**src/rtl/fcp_pkg.sv**
```systemverilog
/*
 Constants, command codes, status bit positions and read modes for the flash command and write-protect block.
 Assumes a single 125 MHz clock domain.
*/
package fcp_pkg;
	localparam logic [7:0] FCP_CMD_READ_ARRAY  = 8'hff;
	localparam logic [7:0] FCP_CMD_READ_ID     = 8'h90;
	localparam logic [7:0] FCP_CMD_READ_STATUS = 8'h70;
	localparam logic [7:0] FCP_CMD_CLEAR_STAT  = 8'h50;
	localparam logic [7:0] FCP_CMD_ERASE_SETUP = 8'h20;
	localparam logic [7:0] FCP_CMD_CONFIRM     = 8'hd0;
	localparam logic [7:0] FCP_CMD_PROG_SETUP  = 8'h40;
	localparam logic [7:0] FCP_CMD_PROG_ALT    = 8'h10;
	localparam logic [7:0] FCP_CMD_SUSPEND     = 8'hb0;

	localparam int FCP_SR_READY     = 7;
	localparam int FCP_SR_ERASE_SUS = 6;
	localparam int FCP_SR_ERASE_ERR = 5;
	localparam int FCP_SR_PROG_ERR  = 4;
	localparam int FCP_SR_SUPPLY    = 3;
	localparam int FCP_SR_PROG_SUS  = 2;
	localparam int FCP_SR_PROTECT   = 1;

	// Default duration of one array operation, in ns
	localparam int FCP_OP_TIME_NS  = 800;
	localparam int FCP_CLK_NS      = 8;
	localparam int FCP_OP_CYCLES   = FCP_OP_TIME_NS / FCP_CLK_NS;
	localparam logic [7:0] FCP_ERASED_BYTE = 8'hff;
	// Arbitrary identifier values
	localparam logic [7:0] FCP_ID_MAKER  = 8'h5a;
	localparam logic [7:0] FCP_ID_DEVICE = 8'h3c;

	typedef enum logic [1:0] {FCP_RD_ARRAY, FCP_RD_ID, FCP_RD_STATUS} fcp_rdmode_t;
endpackage : fcp_pkg

```
**src/rtl/fcp_array_if.sv**
```systemverilog
/*
 Carrier between the command sequencer and the array operation timer.
 Assumes both ends share clk.
*/
interface fcp_array_if;
	logic start;
	logic pause;
	logic done;
	logic busy;
	modport seq (output start, output pause, input done, input busy);
	modport tmr (input start, input pause, output done, output busy);
endinterface : fcp_array_if

```
**src/rtl/fcp_op_timer.sv**
```systemverilog
/*
 Counts out the duration of one program or erase; holds while paused.
 Assumes start only while idle.
*/
module fcp_op_timer
	import fcp_pkg::*;
#(
	parameter int OP_CYCLES = FCP_OP_CYCLES
)
(
	input  wire logic clk,
	input  wire logic reset,
	fcp_array_if.tmr  arr
);
	typedef struct packed {
		logic        busy;
		logic        done;
		logic [15:0] cnt;
	} fcp_tmr_t;
	fcp_tmr_t s_q, s_d;

	always_comb
	begin
		s_d = s_q;
		s_d.done = 1'b0;
		if (arr.start)
		begin
			s_d.busy = 1'b1;
			s_d.cnt  = 16'(OP_CYCLES);
		end
		else if (s_q.busy && !arr.pause)
		begin
			if (s_q.cnt <= 16'h0001)
			begin
				s_d.busy = 1'b0;
				s_d.done = 1'b1;
			end
			s_d.cnt = s_q.cnt - 16'h0001;
		end
	end

	always_ff @(posedge clk or posedge reset)
	begin
		if (reset)
			s_q <= '0;
		else
			s_q <= s_d;
	end

	assign arr.busy = s_q.busy;
	assign arr.done = s_q.done;
endmodule : fcp_op_timer

```
**src/rtl/fcp_flash_command_protect.sv**
```systemverilog
/*
 Command decoder, write-state control, status register and hardware
 write protection for a small byte-wide flash array held in flip-flops.
 Assumes one host command write or read per cycle, on the same clock;
 the protect pins and supply monitor come from outside and are synchronised.
*/
module fcp_flash_command_protect
	import fcp_pkg::*;
#(
	parameter int BLOCKS      = 4,
	parameter int BLOCK_BYTES = 4,
	parameter int OP_CYCLES   = FCP_OP_CYCLES
)
(
	input  wire logic                                   clk,
	input  wire logic                                   reset,
	input  wire logic                                   cmd_write,
	input  wire logic [$clog2(BLOCKS*BLOCK_BYTES)-1:0]  cmd_addr,
	input  wire logic [7:0]                             cmd_data,
	input  wire logic                                   cmd_read,
	output logic      [7:0]                             read_data,
	input  wire logic                                   lock_write,
	input  wire logic [$clog2(BLOCKS)-1:0]              lock_block,
	input  wire logic                                   lock_wr_bit,
	input  wire logic                                   lock_rd_bit,
	output logic      [BLOCKS-1:0]                      write_lock_state,
	input  wire logic                                   top_block_lock_pin_n,
	input  wire logic                                   write_protect_pin_n,
	input  wire logic                                   supply_lockout_level,
	output logic                                        ready_flag
);
	localparam int AW = $clog2(BLOCKS*BLOCK_BYTES);
	localparam int BW = $clog2(BLOCKS);
	localparam int OW = $clog2(BLOCK_BYTES);
	localparam int DEPTH = BLOCKS*BLOCK_BYTES;
	localparam logic [BW-1:0] TOP_BLOCK = BW'(BLOCKS-1);

	typedef enum logic [2:0] {ST_IDLE, ST_ERASE_SETUP, ST_PROG_SETUP, ST_RUN, ST_SUSPEND} fcp_state_t;

	typedef struct packed {
		fcp_state_t        st;
		fcp_rdmode_t       rdmode;
		logic [7:0]        status;
		logic              op_erase;
		logic [AW-1:0]     op_addr;
		logic [7:0]        op_data;
		logic              pin_top_lk;
		logic              pin_rest_lk;
		logic [BLOCKS-1:0] wlock;
		logic [BLOCKS-1:0] rlock;
		logic [1:0]        tbl_sync;
		logic [1:0]        wp_sync;
		logic [1:0]        vpp_sync;
		logic [7:0]        rdata;
		logic [DEPTH-1:0][7:0] mem;
	} fcp_top_t;
	fcp_top_t s_q, s_d;

	fcp_array_if arr ();
	logic start_op;
	logic pause_op;
	assign arr.start = start_op;
	assign arr.pause = pause_op;

	fcp_op_timer #(.OP_CYCLES(OP_CYCLES)) u_timer (
		.clk   (clk),
		.reset (reset),
		.arr   (arr)
	);

	////////////////////////////////////////////////////////////////////////
	// Protection decision for a target block
	function automatic logic fcp_blocked(input logic [BW-1:0] blk, input fcp_top_t s, input logic top_lk,
		input logic rest_lk);
		logic pin_hit;
		pin_hit = (blk == TOP_BLOCK) ? top_lk : rest_lk;
		return pin_hit | s.wlock[blk];
	endfunction : fcp_blocked

	logic [BW-1:0] cmd_blk;
	logic [BW-1:0] op_blk;
	logic          pin_top_now;
	logic          pin_rest_now;
	logic          supply_low;
	assign cmd_blk = cmd_addr[AW-1:OW];
	assign op_blk  = s_q.op_addr[AW-1:OW];
	assign pin_top_now  = !s_q.tbl_sync[1];
	assign pin_rest_now = !s_q.wp_sync[1];
	assign supply_low   = s_q.vpp_sync[1];

	////////////////////////////////////////////////////////////////////////
	// Sequencer
	always_comb
	begin
		logic go;
		logic fail_lock;
		go        = 1'b0;
		fail_lock = 1'b0;
		s_d       = s_q;
		start_op  = 1'b0;
		pause_op  = (s_q.st == ST_SUSPEND);
		s_d.tbl_sync = {s_q.tbl_sync[0], top_block_lock_pin_n};
		s_d.wp_sync  = {s_q.wp_sync[0], write_protect_pin_n};
		s_d.vpp_sync = {s_q.vpp_sync[0], supply_lockout_level};

		if (lock_write)
		begin
			s_d.wlock[lock_block] = lock_wr_bit;
			s_d.rlock[lock_block] = lock_rd_bit;
		end

		if (cmd_write)
		begin
			unique case (s_q.st)
				ST_IDLE:
				begin
					if (cmd_data == FCP_CMD_READ_ARRAY)
						s_d.rdmode = FCP_RD_ARRAY;
					else if (cmd_data == FCP_CMD_READ_ID)
						s_d.rdmode = FCP_RD_ID;
					else if (cmd_data == FCP_CMD_READ_STATUS)
						s_d.rdmode = FCP_RD_STATUS;
					else if (cmd_data == FCP_CMD_CLEAR_STAT)
						s_d.status[5:1] = 5'h00;
					else if (cmd_data == FCP_CMD_ERASE_SETUP)
					begin
						s_d.st      = ST_ERASE_SETUP;
						s_d.op_addr = cmd_addr;
						s_d.rdmode  = FCP_RD_STATUS;
					end
					else if (cmd_data == FCP_CMD_PROG_SETUP || cmd_data == FCP_CMD_PROG_ALT)
					begin
						s_d.st     = ST_PROG_SETUP;
						s_d.rdmode = FCP_RD_STATUS;
					end
				end
				ST_ERASE_SETUP:
				begin
					s_d.st = ST_IDLE;
					if (cmd_data == FCP_CMD_CONFIRM && cmd_blk == op_blk)
					begin
						go = 1'b1;
						s_d.op_erase = 1'b1;
					end
					else
					begin
						s_d.status[FCP_SR_ERASE_ERR] = 1'b1;
						s_d.status[FCP_SR_PROG_ERR]  = 1'b1;
					end
				end
				ST_PROG_SETUP:
				begin
					s_d.st       = ST_IDLE;
					go           = 1'b1;
					s_d.op_erase = 1'b0;
					s_d.op_addr  = cmd_addr;
					s_d.op_data  = cmd_data;
				end
				ST_RUN:
				begin
					if (cmd_data == FCP_CMD_SUSPEND)
						s_d.st = ST_SUSPEND;
				end
				ST_SUSPEND:
				begin
					if (cmd_data == FCP_CMD_CONFIRM)
					begin
						s_d.st     = ST_RUN;
						s_d.rdmode = FCP_RD_STATUS;
					end
					else if (cmd_data == FCP_CMD_READ_ARRAY)
						s_d.rdmode = FCP_RD_ARRAY;
					else if (cmd_data == FCP_CMD_READ_STATUS)
						s_d.rdmode = FCP_RD_STATUS;
					else if (cmd_data == FCP_CMD_READ_ID)
						s_d.rdmode = FCP_RD_ID;
				end
				default:
					s_d.st = ST_IDLE;
			endcase
		end

		if (go)
		begin
			s_d.pin_top_lk  = pin_top_now;
			s_d.pin_rest_lk = pin_rest_now;
			s_d.rdmode      = FCP_RD_STATUS;
			fail_lock = fcp_blocked(s_d.op_erase ? op_blk : cmd_blk, s_q, pin_top_now, pin_rest_now);
			if (fail_lock || supply_low)
			begin
				s_d.status[FCP_SR_PROTECT] = fail_lock;
				s_d.status[FCP_SR_SUPPLY]  = supply_low;
				if (s_d.op_erase)
					s_d.status[FCP_SR_ERASE_ERR] = 1'b1;
				else
					s_d.status[FCP_SR_PROG_ERR] = 1'b1;
			end
			else
			begin
				start_op = 1'b1;
				s_d.st   = ST_RUN;
			end
		end

		if (arr.done)
		begin
			s_d.st = ST_IDLE;
			if (s_q.op_erase)
			begin
				for (int i = 0; i < BLOCK_BYTES; i++)
					s_d.mem[{op_blk, OW'(i)}] = FCP_ERASED_BYTE;
				s_d.status[FCP_SR_ERASE_ERR] = 1'b0;
			end
			else
			begin
				s_d.mem[s_q.op_addr] = s_q.mem[s_q.op_addr] & s_q.op_data;
				s_d.status[FCP_SR_PROG_ERR] = 1'b0;
			end
		end

		s_d.status[FCP_SR_READY]     = !(s_d.st == ST_RUN);
		s_d.status[FCP_SR_ERASE_SUS] = (s_d.st == ST_SUSPEND) && s_d.op_erase;
		s_d.status[FCP_SR_PROG_SUS]  = (s_d.st == ST_SUSPEND) && !s_d.op_erase;
		s_d.status[0]                = 1'b0;

		if (cmd_read)
		begin
			unique case (s_q.rdmode)
				FCP_RD_STATUS:
					s_d.rdata = s_q.status;
				FCP_RD_ID:
					s_d.rdata = cmd_addr[0] ? FCP_ID_DEVICE : FCP_ID_MAKER;
				default:
					s_d.rdata = s_q.rlock[cmd_blk] ? 8'h00 : s_q.mem[cmd_addr];
			endcase
		end
	end

	////////////////////////////////////////////////////////////////////////
	// State register
	always_ff @(posedge clk or posedge reset)
	begin
		if (reset)
		begin
			s_q        <= '0;
			s_q.st     <= ST_IDLE;
			s_q.rdmode <= FCP_RD_ARRAY;
			s_q.wlock  <= '1;
			s_q.status <= 8'h80;
			s_q.tbl_sync <= 2'b11;
			s_q.wp_sync  <= 2'b11;
			s_q.mem    <= '1;
		end
		else
			s_q <= s_d;
	end

	assign read_data        = s_q.rdata;
	assign write_lock_state = s_q.wlock;
	assign ready_flag       = s_q.status[FCP_SR_READY];
endmodule : fcp_flash_command_protect

```
**config.mk**
```make
export PLATFORM = sky130hd
export DESIGN_NAME = fcp_flash_command_protect
export DESIGN_NICKNAME = d
export VERILOG_FILES = /design/src/rtl/fcp_pkg.sv /design/src/rtl/fcp_array_if.sv /design/src/rtl/fcp_op_timer.sv /design/src/rtl/fcp_flash_command_protect.sv
export SDC_FILE = /design/constraint.sdc
export NUM_CORES = 1
export LEC_CHECK = 0
export BUFFER_PORTS_ARGS = -buffer_cell sky130_fd_sc_hd__buf_2
export CAP_MARGIN = 10
export CORE_AREA = 3 3 188 98
export CTS_BUF_LIST = sky130_fd_sc_hd__clkbuf_8
export DETAILED_ROUTE_END_ITERATION = 16
export DIE_AREA = 0 0 191 101
export PLACE_DENSITY_LB_ADDON = 0.3
export SETUP_SLACK_MARGIN = 0.02
export SYNTH_ARGS = -nofsm -noshare
export SYNTH_HDL_FRONTEND = slang
export SYNTH_SLANG_ARGS = --single-unit
```
**constraint.sdc**
```tcl
create_clock -name clk -period 6.35 [get_ports clk]
set_input_delay 0.3175 -clock clk [delete_from_list [all_inputs] [get_ports clk]]
set_output_delay 0.3175 -clock clk [all_outputs]
set_load 0.01 [all_outputs]
```
Yosys cells after proc, flatten, opt, wreduce, memory -nomap -nowiden
Index checks and enable logic that the tools add are counted.
Operators by class
  $add $sub $neg: 1
  $lt $le $gt $ge: 16
  equal/unequal tests: 27
  mux-type cells: 87
  bitwise operators: 6
  reduce and logical (&&, ||, !) cells: 27
Operators by type and width (number)
  128-bit bitwise mux: 1
  128-bit two-way mux: 1
  128-bit by 104-bit OR with 128-bit output: 1
  128-bit by 112-bit OR with 128-bit output: 1
  128-bit by 120-bit OR with 128-bit output: 1
  128-bit OR: 1
  8-bit two-way mux: 9
  8-bit binary-select mux with 4-bit select: 2
  8-bit demux with 2-bit select: 4
  5-bit two-way mux: 10
  8-bit demux with 4-bit select: 1
  8-bit == test (second input constant): 4
  4-bit by 5-bit < comparator with 1-bit output (second input constant): 6
  3-bit two-way mux: 10
  8-bit by 7-bit == test with 1-bit output (second input constant): 3
  2-bit two-way mux: 11
  4-bit by 1-bit >= comparator with 1-bit output (second input constant): 5
  4-bit two-way mux: 5
  18-bit two-way mux: 1
  1-bit two-way mux: 17
  16-bit by 1-bit <= comparator with 1-bit output (second input constant): 1
  16-bit two-way mux: 1
  8-bit case mux with 2 select lines: 1
  16-bit by 1-bit subtractor with 16-bit output (second input constant): 1
  33 further kinds: 66
Word-level totals
  bits in registers: 193
  bits of input ports: 24
  output and inout bits: 13
  word-level logic and storage cells: 195

Longest topological paths before layout
  depth after elaboration: 18
  mapped depth: 9
  mapped depth without buffers: 7

Hierarchy
A second synthesis with hierarchy kept.
Second synthesis, totals
  cell total of the unflattened synthesis: 1015
  area, all modules: 11033.1 um^2
Modules (own cells, without submodules)
  fcp_flash_command_protect: times used 1, cells an instance 921, area an instance 10097.2 um^2, seq. area each 4550.6 um^2
  fcp_op_timer: times used 1, cells an instance 94, area an instance 935.9 um^2, seq. area each 450.4 um^2

Least setup slack after synthesis
No wires, ideal clock.
  path kind: input to register
  from: input cmd_addr[0]
  to: register s_q, in the netlist read_data[2]
  library setup time: 0.118 ns
  data arrival time: 2.104 ns
  required time: 6.232 ns
  slack: 4.129 ns
  stages: 6
  path buffers: 2
  cells stage by stage: buf_2 > buf_1 > mux4_2 > mux4_2 > a21oi_1 > nor2_1
Between the ends
  word-level cells in the longest chain between the ends: 4
  elaborated cells on any way between the ends: 5
  those cells by class: 5 x mux
Ends and longest elaborated chain
  start, declared: line fcp_flash_command_protect.sv:18  | input wire logic [$clog2(BLOCKS*BLOCK_BYTES)-1:0] cmd_addr,
  8-bit binary-select mux with 4-bit select: line fcp_flash_command_protect.sv:234  | s_d.rdata = s_q.rlock[cmd_blk] ? 8'h00 : s_q.mem[cmd_addr];
  8-bit two-way mux (implied by the code): line fcp_flash_command_protect.sv:234
  8-bit two-way mux: line fcp_flash_command_protect.sv:234
  8-bit case mux with 2 select lines (*): line fcp_flash_command_protect.sv:228  | unique case (s_q.rdmode)
  end, declared: line fcp_flash_command_protect.sv:57  | fcp_top_t s_q, s_d;
Mark *: on every way between the ends. The rest lies on a longest branch, timed or not. The select of a mux whose other input is x is not followed.
A chain may end at the register's enable or synchronous reset.

Worst setup path after layout
  from: register s_q, in the netlist op_blk[1]
  to: register s_q[101] (netlist name)
Between the ends
  word-level cells in the longest chain between the ends: 9
  elaborated cells on any way between the ends: 19
  those cells by class: 4 x order compare; 8 x mux; 5 x bitwise; 2 x reduce/logical
Ends and longest elaborated chain
  4-bit by 5-bit < comparator with 1-bit output (implied by the code) / 4-bit by 1-bit >= comparator with 1-bit output (equally long branches): line fcp_flash_command_protect.sv:211  | s_d.mem[{op_blk, OW'(i)}] = FCP_ERASED_BYTE;
  1-bit logical AND (implied by the code): line fcp_flash_command_protect.sv:211
  8-bit two-way mux (implied by the code): line fcp_flash_command_protect.sv:211
  8-bit demux with 2-bit select: line fcp_flash_command_protect.sv:211
  128-bit by 104-bit OR with 128-bit output (no line)
  128-bit by 112-bit OR with 128-bit output (no line)
  128-bit by 120-bit OR with 128-bit output (no line)
  128-bit OR (no line)
  128-bit two-way mux (*): line fcp_flash_command_protect.sv:208  | if (s_q.op_erase)
Marked as above.

==> metrics.log <==
[metrics] status: complete, no violations
[metrics] leakage power of the design: 4.44 nW
[metrics] biggest area consumer among synthesized cells: sky130_fd_sc_hd__dfstp_2
[metrics] Fmax achieved: 331 MHz
[metrics] Die Area: 19300 um^2
[metrics] crit share post-route: 47.6%
[metrics] RSZ-0062 raised after global routing: no
[metrics] residual overflow from global routing: 0
[metrics] total negative slack for setup checks: 0 ns
[metrics] internal power summed over all cells: 1.76 mW
[metrics] class of the tightest hold or removal check: primary input to async pin
[metrics] Slew @ Worst Pin: 1.23 ns
[metrics] cell types occupying the most area after synthesis: sky130_fd_sc_hd__dfstp_2 33%, sky130_fd_sc_hd__mux4_2 17%, sky130_fd_sc_hd__dfrtp_1 13%
[metrics] maximum clock insertion buffer count: 2
[metrics] share of the synthesized area in the top cell type: roughly a third
[metrics] final hold slack: between 0.02 and 0.03 ns
[metrics] synthesis-to-finish area growth: 5.75%
[metrics] number of max-capacitance violations reported: 0
[metrics] clock slew seen by the registers of the worst setup and hold paths: 0.11 ns
[metrics] number of DRC markers in iteration 0: 1344
[metrics] Clock Root Buffer: sky130_fd_sc_hd__clkbuf_8
[metrics] synthesized net count: 1040
[metrics] Worst Setup Slack, final: ~3.3 ns
[metrics] layout filler cell count: 1257
[metrics] average cell area after synthesis: 10.8 um^2
[metrics] nature of the critical path endpoint: register
[metrics] Total Nets Final: ~1000
[metrics] final clock skew: between 0.015 and 0.02 ns
[metrics] starting density of the core: 63.9%
[metrics] yosys synthesis warning count: 0
[metrics] total clock buffers created by CTS: 17
[metrics] combined area of the multi-input logic cells: 5490 um^2
[metrics] fin cells: between 1000 and 1500
[metrics] synth unique cells: 74
[metrics] R2R setup slack: 3.33 ns
[metrics] Worst Path Class, Setup: register to register
[metrics] Crit path arrival time: 3.39 ns
[metrics] final max-slew violation count: 0
[metrics] max_slew headroom: 17.1%
[metrics] routability congestion estimate: 0.947
[metrics] drt pass-1 iters: 6
[metrics] number of placement rows: 34
[metrics] CP required: ~6.7 ns
[metrics] proportion of register bits with asynchronous set or reset after synthesis: 100%
[metrics] insertion delay to the later sink of the worst-skew pair: 0.49 ns
[metrics] mean routed wirelength per cell: roughly 25 um
[metrics] Reg-to-Reg End: s_q[101]$_DFFE_PP1P_
[metrics] worst setup slack before clock tree synthesis: 3.38 ns
[metrics] TritonCTS clock tree: yes
[metrics] Switching Fraction: 30.7%
[metrics] DRC violations left: 0
[metrics] sink count of the clock tree: 193
[metrics] combinational power share: 15.6%
[metrics] category of the worst setup path launch point: register
[metrics] post-layout min period: 3.02 ns
[metrics] area of the core region: 17100 um^2
[metrics] half-perimeter wire length of the detailed placement result: 22.2 mm
[metrics] register area: 5000 um^2
[metrics] part of the total power dissipated in the clock network: 31.1%
[metrics] wire length of the first global-routing pass: around 49 mm
[metrics] EDFF count, synth: 0
[metrics] number of cells traversed by the worst register-to-register path: 3
[metrics] IR drop worst, VDD: 0.000148 V
[metrics] power density relative to cell area: 220 nW/um^2
[metrics] top_reg_cell synth: sky130_fd_sc_hd__dfstp_2
[metrics] via count of the first global-routing pass: 8037
[metrics] fraction of final layout cells sized beyond drive strength 1: 34.3%
[metrics] pin count of the biggest net entering global routing: between 100 and 150
[metrics] Final Routed Wirelength: approximately 32 mm
[metrics] sum of internal, switching and leakage power: 2.53 mW
[metrics] final count of negative-setup-slack endpoints: 0
[metrics] Vias/cell: 7.05
[metrics] cell area after synthesis: 10900 um^2
[metrics] boundary pin count: 37
[metrics] count of port buffers added during placement: 36
[metrics] n_diodes: 0
[metrics] fraction of power consumed by sequential logic: 53.3%
[metrics] placed cell count: 1218
[metrics] CTS H-tree depth: 4
[metrics] Routed Antenna Nets: 0
[metrics] power dissipated by switching net loads: 0.777 mW
[metrics] proportion of synthesized chip area in sequential cells: a little under half
[metrics] register bit total from synthesis: 193
[metrics] number of antenna violations at the first check in global routing: 0
[metrics] global-route usage over all layers: between 30% and 40%
[metrics] count of final hold-check violations: 0
[metrics] origin of the critical flop-to-flop path: op_blk[1]$_DFFE_PP0P_
[metrics] chip height: 101 um
[metrics] via count: 8831
[metrics] Chip Width: 191 um
[metrics] gate count of the mapped netlist: roughly 1000
[metrics] Max Fanout on Critical Path: 19
## cell families (layout without fill, tap and decap cells)
logic type	after synthesis	count (layout)	share of synthesized area [%]
simple gates	331	331	15.6
compound gates	279	279	14.5
flops	193	193	45.9
mux	94	94	18.1
buf+inv	92	99	3.98
xor+xnor	19	19	1.53
fa+ha+maj	4	4	0.459
## worst max-delay path, cell delays in order, from the launching register on
cell and delay [ns]:
sky130_fd_sc_hd__dfrtp_1 0.98, sky130_fd_sc_hd__nand3_1 0.61, sky130_fd_sc_hd__nor4_2 1.09, sky130_fd_sc_hd__a21oi_1 0.21
## final cells by class
| type | instances | share of cell area [%] |
|---|---|---|
| tap | 234 | 2.54 |
| sequential | 193 | 43.4 |
| timing repair buffer | 53 | 2.73 |
| multi-input combinational | 727 | 47.6 |
| clock inverter | 15 | 1.15 |
| inverter | 14 | 0.521 |
| clock buffer | 17 | 2.03 |
## power groups by stage
stage               Clock (mW)  Sequential [mW]  Combinational (mW)
floorplan                    0             1.33               0.313
global placement             0             1.37               0.375
detailed placement           0             1.37               0.384
CTS                      0.792             1.35               0.387
global route             0.848             1.36               0.428
finish                   0.787             1.35               0.396
## cell usage in the layout (no fill, tap or decap), types with 3 or more instances in the layout
master                          count
sky130_fd_sc_hd__nand4_1            3
sky130_fd_sc_hd__dfrtp_1           54
sky130_fd_sc_hd__nand2_1           54
sky130_fd_sc_hd__dlygate4sd3_1      3
sky130_fd_sc_hd__o21ai_0           67
sky130_fd_sc_hd__a21oi_2           12
sky130_fd_sc_hd__nor3b_1            6
sky130_fd_sc_hd__mux4_2            81
sky130_fd_sc_hd__xnor2_1           10
sky130_fd_sc_hd__inv_1             14
sky130_fd_sc_hd__o22ai_1            3
sky130_fd_sc_hd__nor3_1             9
sky130_fd_sc_hd__a21o_1             3
sky130_fd_sc_hd__ha_1               4
sky130_fd_sc_hd__buf_4             14
sky130_fd_sc_hd__clkbuf_8          17
sky130_fd_sc_hd__or2_2              4
sky130_fd_sc_hd__a22oi_1            3
sky130_fd_sc_hd__mux2_2            13
sky130_fd_sc_hd__inv_6              6
sky130_fd_sc_hd__nand3b_1           5
sky130_fd_sc_hd__a21oi_1          152
sky130_fd_sc_hd__or3_1             58
sky130_fd_sc_hd__dfstp_2          137
sky130_fd_sc_hd__buf_2             36
sky130_fd_sc_hd__nand3_1           12
sky130_fd_sc_hd__or4_1              4
sky130_fd_sc_hd__a31oi_1           11
sky130_fd_sc_hd__and2_0             3
sky130_fd_sc_hd__and4b_1            4
sky130_fd_sc_hd__nand2b_1          12
sky130_fd_sc_hd__o31ai_1            3
sky130_fd_sc_hd__clkinv_2           3
sky130_fd_sc_hd__xor2_1             9
sky130_fd_sc_hd__nor2_1           128
## routing by layer
metal	vias up	global-route usage [%]	wire, um
li1	3726	-	-
met1	4325	53.4	13300
met2	724	40.1	11700
met3	52	18.2	5950
met4	4	8.06	530
met5	-	6.67	166
## flip-flops by register name, indices dropped and copies added (netlist names)
register	count
op_blk	2
read_data	8
ready_flag	1
s_d	3
s_q	157
u_timer.arr.busy	1
u_timer.arr.done	1
u_timer.s_q	16
write_lock_state	4
## Yosys cell counts (5+ instances only)
| library cell | count |
|---|---|
| sky130_fd_sc_hd__o21ai_0 | 67 |
| sky130_fd_sc_hd__or3_1 | 58 |
| sky130_fd_sc_hd__nand3b_1 | 5 |
| sky130_fd_sc_hd__nand3_1 | 12 |
| sky130_fd_sc_hd__dfrtp_1 | 56 |
| sky130_fd_sc_hd__a21oi_2 | 12 |
| sky130_fd_sc_hd__nor2_1 | 130 |
| sky130_fd_sc_hd__nand2_1 | 54 |
| sky130_fd_sc_hd__mux2_2 | 13 |
| sky130_fd_sc_hd__dfstp_2 | 137 |
| sky130_fd_sc_hd__nand2b_1 | 12 |
| sky130_fd_sc_hd__buf_4 | 15 |
| sky130_fd_sc_hd__clkbuf_1 | 43 |
| sky130_fd_sc_hd__inv_1 | 13 |
| sky130_fd_sc_hd__nor3_1 | 11 |
| sky130_fd_sc_hd__mux4_2 | 81 |
| sky130_fd_sc_hd__xnor2_1 | 10 |
| sky130_fd_sc_hd__a31oi_1 | 11 |
| sky130_fd_sc_hd__a21oi_1 | 152 |
| sky130_fd_sc_hd__nor3b_1 | 6 |
| sky130_fd_sc_hd__buf_2 | 14 |
| sky130_fd_sc_hd__xor2_1 | 9 |
## stage by stage
step / utilization (%) / area (um^2)
CTS: 67.6 / 11500
floorplan: - / 10900
finish: 67.6 / 11500
global placement: 65.3 / 11100
detailed placement: 65.3 / 11100
global route: 67.6 / 11500
## worst max-delay path by stage
stage | from | endpoint | depth (start not counted) | slack [ns]
floorplan | reset | op_blk[0]$_DFFE_PP0P_ | 1 | 1.00
global placement | cmd_addr[2] | u_timer.s_q[10]$_DFFE_PP0P_ | 8 | 3.46
detailed placement | cmd_addr[2] | u_timer.s_q[3]$_DFFE_PP0P_ | 8 | 3.38
CTS | s_q[160]$_DFFE_PP0P_ | s_q[72]$_DFFE_PP1P_ | 5 | 3.50
global route | op_blk[1]$_DFFE_PP0P_ | u_timer.s_q[12]$_DFFE_PP0P_ | 7 | 3.13
finish | op_blk[1]$_DFFE_PP0P_ | s_q[101]$_DFFE_PP1P_ | 3 | 3.33
## timing repair
item / CTS / global route
resized for setup: 0 / 0
hold buffers: 3 / 0
buffers inserted: 0 / 0
endpoints found under the hold margin: 3 / 0
Note: power is estimated with default switching activity, not from simulation.
